===== src/rtl/dma_arb_pkg.sv =====
// Purpose: constants and types shared by the bus-mode channel arbiter
// Assumes: four channels, 32-bit data word, one system bus arbiter
`default_nettype none

package dma_arb_pkg;

    // ----------------------------------------------------------------
    // sizes
    // ----------------------------------------------------------------
    localparam int NUM_CH = 4;
    localparam int DATA_W = 32;
    localparam int BUF_DEPTH = 2;
    localparam int EXT_CH = 2; // channels below this own a request pin

    // ----------------------------------------------------------------
    // request sources, transfer categories, unit sizes
    // ----------------------------------------------------------------
    localparam logic [2:0] SRC_EXT = 3'h0;
    localparam logic [2:0] SRC_AUTO = 3'h1;
    localparam logic [2:0] SRC_TIMER = 3'h2;
    localparam logic [2:0] SRC_SERIAL = 3'h3; // plain serial or infrared
    localparam logic [2:0] SRC_FIFO_SERIAL = 3'h4;
    localparam logic [2:0] SRC_ADC = 3'h5;

    localparam logic [1:0] CAT_MEM = 2'h0;  // external, mapped or x/y
    localparam logic [1:0] CAT_PERI = 2'h1; // on-chip peripheral involved
    localparam logic [1:0] CAT_ACK = 2'h2;  // acknowledge-strobed device

    localparam logic [1:0] SZ_8 = 2'h0;
    localparam logic [1:0] SZ_16 = 2'h1;
    localparam logic [1:0] SZ_32 = 2'h2;
    localparam logic [1:0] SZ_128 = 2'h3;

    // ----------------------------------------------------------------
    // arbiter states
    // ----------------------------------------------------------------
    typedef enum logic [1:0] {
        ST_IDLE,
        ST_REQ,
        ST_XFER
    } arb_state_e;

endpackage

`default_nettype wire


===== src/rtl/dma_bus_mode_channel_arbiter.sv =====
// Purpose: bus-mode control and channel arbitration for four dma channels
// Assumes: all inputs synchronous to clock; unit_done ends each unit
// Notes: configuration arrives on plain ports, no software registers
`timescale 1ns/100ps
`default_nettype none

module dma_bus_mode_channel_arbiter
    import dma_arb_pkg::*;
(
    // clock and reset
    input wire logic clock,
    input wire logic resetn,
    // per-channel configuration
    input wire logic [NUM_CH-1:0] ch_enable,
    input wire logic [NUM_CH-1:0] bus_mode_select,
    input wire logic [3*NUM_CH-1:0] ch_source,
    input wire logic [2*NUM_CH-1:0] ch_category,
    input wire logic [2*NUM_CH-1:0] ch_size,
    input wire logic [NUM_CH-1:0] ch_end,
    input wire logic round_robin,
    // request inputs
    input wire logic [EXT_CH-1:0] dma_request_pin_n,
    input wire logic [NUM_CH-1:0] internal_req,
    // system bus arbitration
    output logic bus_request,
    input wire logic bus_grant,
    // unit transfer control
    output logic unit_start_ff,
    output logic [1:0] unit_channel_ff,
    output logic [1:0] unit_size_ff,
    output logic [EXT_CH-1:0] dma_acknowledge_strobe_ff,
    input wire logic unit_done,
    output logic [NUM_CH-1:0] cfg_error_ff,
    // data buffer, read side in
    input wire logic src_valid,
    input wire logic [DATA_W-1:0] src_data,
    output logic src_ready,
    // data buffer, write side out
    output logic dst_valid,
    output logic [DATA_W-1:0] dst_data,
    input wire logic dst_ready
);

    // ----------------------------------------------------------------
    // reset release
    // ----------------------------------------------------------------
    logic rst_meta_ff;
    logic rst_n_ff;

    // two stages so the release never lands mid-setup
    always_ff @(posedge clock or negedge resetn) begin
        if (!resetn) begin
            rst_meta_ff <= 1'b0;
            rst_n_ff <= 1'b0;
        end else begin
            rst_meta_ff <= 1'b1;
            rst_n_ff <= rst_meta_ff;
        end
    end

    // ----------------------------------------------------------------
    // per-channel legality and request qualification
    // ----------------------------------------------------------------
    logic [NUM_CH-1:0] cfg_ok;
    logic [NUM_CH-1:0] eff_burst;
    logic [NUM_CH-1:0] req_ok;
    logic [NUM_CH-1:0] is_ack;

    genvar c;
    generate
        for (c = 0; c < NUM_CH; c++) begin : g_ch
            wire logic [2:0] src = ch_source[3*c +: 3];
            wire logic [1:0] cat = ch_category[2*c +: 2];
            wire logic [1:0] sz = ch_size[2*c +: 2];
            wire logic ext = (src == SRC_EXT);
            wire logic serial_src = (src == SRC_SERIAL) ||
                (src == SRC_FIFO_SERIAL) || (src == SRC_ADC);
            wire logic pin_low;
            wire logic src_active;
            // external pin only exists on the low channels
            if (c < EXT_CH) begin : g_pin
                assign pin_low = !dma_request_pin_n[c];
            end else begin : g_nopin
                assign pin_low = 1'b0;
            end
            // an external source elsewhere is refused outright
            wire logic ext_ok = !ext || (c < EXT_CH);
            // acknowledged device needs the pin and a low channel
            wire logic ack_ok = (cat != CAT_ACK) ||
                (ext && (c < EXT_CH));
            // peripheral registers stop at 32 bits
            wire logic size_ok = (cat != CAT_PERI) || (sz != SZ_128);
            // memory categories take external, auto or timer
            wire logic mem_ok = (cat != CAT_MEM) || ext ||
                (src == SRC_AUTO) || (src == SRC_TIMER);
            assign cfg_ok[c] = ext_ok && ack_ok && size_ok && mem_ok;
            // serial and converter sources always cycle-steal
            assign eff_burst[c] = bus_mode_select[c] && !serial_src;
            assign is_ack[c] = (cat == CAT_ACK);
            // pin high drops the request, the running unit finishes
            assign src_active = ext ? pin_low :
                (src == SRC_AUTO) ? 1'b1 : internal_req[c];
            assign req_ok[c] = ch_enable[c] && !ch_end[c] &&
                cfg_ok[c] && src_active;

        end
    endgenerate

    // ----------------------------------------------------------------
    // channel selection
    // ----------------------------------------------------------------
    // first requesting channel starting from the given channel
    function automatic logic [2:0] pick(input logic [NUM_CH-1:0] req,
                                        input logic [1:0] first);
        logic found;
        logic [1:0] idx;
        logic [1:0] j;
        found = 1'b0;
        idx = first;
        for (int k = 0; k < NUM_CH; k++) begin
            j = first + k[1:0];
            if (!found && req[j]) begin
                found = 1'b1;
                idx = j;
            end
        end
        return {found, idx};
    endfunction

    arb_state_e state_ff;
    arb_state_e nxt_state;
    logic [1:0] rr_ff;
    wire logic [1:0] first_ch = round_robin ? rr_ff : 2'h0;
    wire logic [2:0] pick_res = pick(req_ok, first_ch);
    wire logic win_valid = pick_res[2];
    wire logic [1:0] win_ch = pick_res[1:0];
    wire logic any_burst = |(req_ok & eff_burst);
    wire logic keep_bus = win_valid && any_burst;
    logic buf_full;
    // no new unit while the buffer has no room, so no word is lost
    wire logic can_start = (state_ff == ST_REQ) && bus_grant &&
        win_valid && !buf_full;
    wire logic unit_end = (state_ff == ST_XFER) && unit_done;

    // ----------------------------------------------------------------
    // bus ownership state machine
    // ----------------------------------------------------------------
    // bus stays held between units only while a burst channel waits
    always_comb begin
        nxt_state = state_ff;
        case (state_ff)
            ST_IDLE: begin
                if (win_valid) begin
                    nxt_state = ST_REQ;
                end
            end
            ST_REQ: begin
                if (can_start) begin
                    nxt_state = ST_XFER;
                end else if (!win_valid) begin
                    nxt_state = ST_IDLE;
                end
            end
            ST_XFER: begin
                if (unit_done) begin
                    // cycle-steal hands the bus back after each unit unless a burst channel waits
                    nxt_state = keep_bus ? ST_REQ : ST_IDLE;
                end
            end
            default: begin
                nxt_state = ST_IDLE;
            end
        endcase
    end

    always_ff @(posedge clock or negedge rst_n_ff) begin
        if (!rst_n_ff) begin
            state_ff <= ST_IDLE;
        end else begin
            state_ff <= nxt_state;
        end
    end

    // request stays up until release, the arbiter holds grant
    assign bus_request = (state_ff != ST_IDLE);

    // ----------------------------------------------------------------
    // unit issue and round-robin pointer
    // ----------------------------------------------------------------
    // served channel drops to lowest, so two channels alternate
    wire logic [1:0] nxt_rr = (can_start && round_robin) ?
        win_ch + 2'h1 : rr_ff;

    always_ff @(posedge clock or negedge rst_n_ff) begin
        if (!rst_n_ff) begin
            rr_ff <= 2'h0;
            unit_start_ff <= 1'b0;
            unit_channel_ff <= 2'h0;
            unit_size_ff <= SZ_8;
        end else begin
            rr_ff <= nxt_rr;
            unit_start_ff <= can_start;
            if (can_start) begin
                unit_channel_ff <= win_ch;
                unit_size_ff <= ch_size[2*win_ch +: 2];
            end
        end
    end

    // ----------------------------------------------------------------
    // acknowledge strobe and configuration errors
    // ----------------------------------------------------------------
    logic [EXT_CH-1:0] nxt_ack;
    genvar a;
    generate
        for (a = 0; a < EXT_CH; a++) begin : g_ack
            // strobe spans the whole unit of an acknowledged channel
            assign nxt_ack[a] =
                (can_start && win_ch == a && is_ack[a]) ? 1'b1 :
                unit_end ? 1'b0 : dma_acknowledge_strobe_ff[a];
        end
    endgenerate

    always_ff @(posedge clock or negedge rst_n_ff) begin
        if (!rst_n_ff) begin
            dma_acknowledge_strobe_ff <= '0;
            cfg_error_ff <= '0;
        end else begin
            dma_acknowledge_strobe_ff <= nxt_ack;
            cfg_error_ff <= ch_enable & ~cfg_ok;
        end
    end

    // ----------------------------------------------------------------
    // two-entry data buffer
    // ----------------------------------------------------------------
    logic [DATA_W-1:0] buf_mem [BUF_DEPTH];
    logic wr_ptr_ff;
    logic rd_ptr_ff;
    logic [1:0] count_ff;
    wire logic push = src_valid && src_ready;
    wire logic pop = dst_valid && dst_ready;
    wire logic [1:0] nxt_count = count_ff + {1'b0, push} - {1'b0, pop};

    assign buf_full = (count_ff == 2'(BUF_DEPTH));
    assign src_ready = !buf_full;
    assign dst_valid = (count_ff != 2'h0);
    assign dst_data = buf_mem[rd_ptr_ff];

    // storage has no reset; only the pointers and count need one
    always_ff @(posedge clock) begin
        if (push) begin
            buf_mem[wr_ptr_ff] <= src_data;
        end
    end

    always_ff @(posedge clock or negedge rst_n_ff) begin
        if (!rst_n_ff) begin
            wr_ptr_ff <= 1'b0;
            rd_ptr_ff <= 1'b0;
            count_ff <= 2'h0;
        end else begin
            wr_ptr_ff <= wr_ptr_ff ^ push;
            rd_ptr_ff <= rd_ptr_ff ^ pop;
            count_ff <= nxt_count;
        end
    end
endmodule // dma_bus_mode_channel_arbiter

`default_nettype wire


===== config.mk =====
export PLATFORM = sky130hd
export DESIGN_NAME = dma_bus_mode_channel_arbiter
export DESIGN_NICKNAME = d
export VERILOG_FILES = /design/src/rtl/dma_arb_pkg.sv /design/src/rtl/dma_bus_mode_channel_arbiter.sv
export SDC_FILE = /design/constraint.sdc
export NUM_CORES = 1
export LEC_CHECK = 0
export ABC_AREA = 1
export BUFFER_PORTS_ARGS = -buffer_cell sky130_fd_sc_hd__buf_4
export CORE_MARGIN = 2
export CORE_UTILIZATION = 45
export CTS_CLUSTER_DIAMETER = 200
export CTS_CLUSTER_SIZE = 25
export DETAILED_ROUTE_END_ITERATION = 10
export PLACE_DENSITY_LB_ADDON = 0.3
export SLEW_MARGIN = 30
export SYNTH_ARGS = -nofsm -noshare
export SYNTH_HDL_FRONTEND = slang
export SYNTH_SLANG_ARGS = --single-unit

===== constraint.sdc =====
create_clock -name clock -period 2.3 [get_ports clock]
set_input_delay 0.575 -clock clock [delete_from_list [all_inputs] [get_ports clock]]
set_output_delay 0.575 -clock clock [all_outputs]
set_load 0.1 [all_outputs]

==> impl_metrics.tcl <==
set metrics [dict create \
    fin_crit_sh 0.916 \
    yosys-top-cells-area "edfxtp_1, nand2_1, dfrtp_1" \
    clkSlewWorstSetupHoldPaths_ns 0.09 \
    cts_made_buffers 9 \
    gp_congestion 0.897 \
    synth.cell_area_mm2 0.00401 \
    yosysWarnings 0 \
    first_pass_iters 4 \
    grt_pass1_wl_um 15200 \
    rsz0062_at_grt "no" \
    cp_slowest_cell "ha_1" \
    tightest_slew_ns 0.852 \
    synth-seq-area-share 0.611 \
    synth.avg_cell_area_um2 9.61 \
    drt_iter0_drc 147 \
    power.leakage_nw 2.67 \
    ys_seq_elements 85 \
    worstPathCellList "buf_4, nor2_1, nand2_1, nand2_1, nand3_2, o21ai_1, nand3_2, nand2_4, nand3_2, nand3_1, nand2_1, nand2_1, nand2_4, ha_1, o21ai_1" \
    drc 0 \
    root_buffer "clkbuf_8" \
    place_hpwl_um 7220 \
    fin_crit_ns 2.11 \
    grt_antenna_before_repair 0 \
    slowest_delay_ns 0.28 \
    dieWidth_um 98.4 \
    grt_pass1_vias 3369 \
    final_max_slew_viol_count 0 \
    stdcell_count 689 \
    drive_gt1_frac 0.355 \
    routedWlPerCell_um 13.7 \
    synthCells 417 \
    yosysTopAreaCell "edfxtp_1" \
    std_cell_rows 34 \
    pin_count 131 \
    timing.fmax_ghz 0.475 \
    max_slew_margin 0.432 \
    layout.nets 668 \
    critPathMaxFanout 4 \
    fill_cells 754 \
    numClockSinks 85 \
    grt_max_degree 33 \
    crit_start "ch_source[5]" \
    hp-class "flop to asynchronous set/reset pin" \
    synth.net_count 508 \
    critPathKind "primary input to flop" \
    tritoncts "yes" \
    hold_viol_final 0 \
    area_growth_pct 37.5 \
    numPlacedInstances 673 \
    pre_cts_ws_ns -0.179 \
    post_cts_buffers 0 \
    start_util 0.462 \
    io_buffers 130 \
    crit_required_ns 2.57 \
    end_kind "flop" \
    clk_path_buf_depth 2 \
    place_area_mm2 0.00529 \
    cp_common_cell "nand2_1" \
    synthDistinctLibCells 32 \
    yosysTopAreaCellShare 0.480 \
    die_area_mm2 0.00967 \
    power_density_mw_per_mm2 1540 \
    finalSetupViolCount 0 \
    finalPower_mw 8.49 \
    peakVddDrop_uv 872 \
    outcome "finished, final reports clean" \
    h-tree-depth 3 \
    diodes 0 \
    insertion_delay_ns 0.34 \
    arrival_ns 2.37 \
    viasPerCell 4.90 \
    die_h_um 98.4 \
    maxCapViolCount 0 \
    layout_common_cells "nand2_1, buf_4, edfxtp_1" \
    vias 3376 \
    overflow 0 \
    antenna_left 0 \
    routed_wl_um 9440 \
    layout_commonest_cell "nand2_1" \
    core-area_mm2 0.00868 \
    r2r_start "rr_ff[0]" \
    timing.final.ws_setup_ns 0.194 \
    start_kind "primary input" \
    track_usage 0.197 \
    design_area_mm2 0.00551 \
    skew_ns 0.0129 \
]
-- cell type report --
type                            count  area, µm²  area share
Clock buffer                        9        124      0.0225
Clock inverter                      6       72.6      0.0132
Inverter                           38        148      0.0268
Multi-Input combinational cell    287       1400       0.254
Sequential cell                    85       2450       0.444
Tap cell                          108        135      0.0245
Timing Repair Buffer              156       1190       0.215
-- flip-flops by register name, indices dropped and copies added, names as in the netlist, 2 cells and up --
name,flops
buf_mem,64
cfg_error_ff,4
count_ff,2
dma_acknowledge_strobe_ff,2
rr_ff,2
state_ff,2
unit_channel_ff,2
unit_size_ff,2
-- cells by family (layout without fill, tap and decap cells) --
| kind of cell | count (synthesis) | in the layout | synth area share |
|---|---|---|---|
| other | 1 | 1 | 0.000936 |
| AO/OA/AOI/OAI | 21 | 21 | 0.0290 |
| flip-flops | 85 | 85 | 0.611 |
| buffers and inverters | 45 | 209 | 0.0434 |
| AND/OR/NAND/NOR | 256 | 256 | 0.290 |
| XOR/XNOR | 3 | 3 | 0.00656 |
| adder cells (fa/ha/maj) | 6 | 6 | 0.0187 |
-- worst paths after layout --
| kind | to | slack [ns] | cells after the start |
|---|---|---|---|
| min in group clock | rst_n_ff | 0.37 | 0 |
| setup / recovery | rr_ff[1] | 0.19 | 15 |
| hold / removal | cfg_error_ff[0] | 0.35 | 0 |
| setup reg to reg | rr_ff[1] | 0.23 | 14 |
| hold reg to reg | cfg_error_ff[0] | 0.35 | 0 |
| max in group asynchronous | count_ff[1] | 1.41 | 0 |
-- synthesized netlist by cell type --
cell type / number
clkbuf_1: 7
edfxtp_1: 64
clkinv_1: 1
o21ai_0: 6
nand4_4: 1
xnor2_1: 2
o21ai_1: 7
nor2_8: 1
inv_6: 1
conb_1: 1
nand3_1: 25
or2_2: 1
inv_1: 31
nand2_2: 6
nor3_1: 1
a31oi_1: 2
nand2_1: 177
nor2_4: 1
o21bai_1: 2
nand3_2: 5
ha_1: 6
inv_2: 5
nand4_2: 1
nand4_1: 8
nand2_4: 4
nand3_4: 1
xor2_1: 1
dfrtp_1: 21
o21ai_2: 1
nor2_2: 3
a21oi_1: 3
nor2_1: 21
-- critical path: cells and delay by family --
family / cells / cell delay (ns)
buffers and inverters: 1 / 0.12
adders and majority gates: 1 / 0.28
and+or+nand+nor: 11 / 1.04
AOI/OAI and AO/OA: 2 / 0.34
-- report_power, final --
group / total (mW) / internal, mW / switching, mW
clock: 1.04 / 0.507 / 0.537
sequential: 2.24 / 2.08 / 0.155
combinational: 5.20 / 1.14 / 4.07
total: 8.49 / 3.73 / 4.76
-- stage by stage --
stage,util,hold WS [ns],setup TNS [ns]
2_1_floorplan,-,0.240,-16.90
3_3_place_gp,0.610,0.341,-0.386
3_5_place_dp,0.610,0.336,-0.852
4_1_cts,0.634,0.372,0
5_1_grt,0.635,0.379,0
6_report,0.635,0.347,0
-- per-layer routing --
metal	up-vias	routed length, µm	global-route usage
met5	-	0	0
li1	1680	-	-
met3	10	509	0.0530
met1	1583	3830	0.236
met2	103	4970	0.349
met4	0	123	0.0558
-- repair_timing --
item / CTS / global route
hold buffers: 1 / 0
hold endpoints to repair: 2 / 0
endpoints found under the setup margin: 0 / 5
gates resized for setup: 0 / 6
No activity file was read; power rests on OpenSTA's default activity.
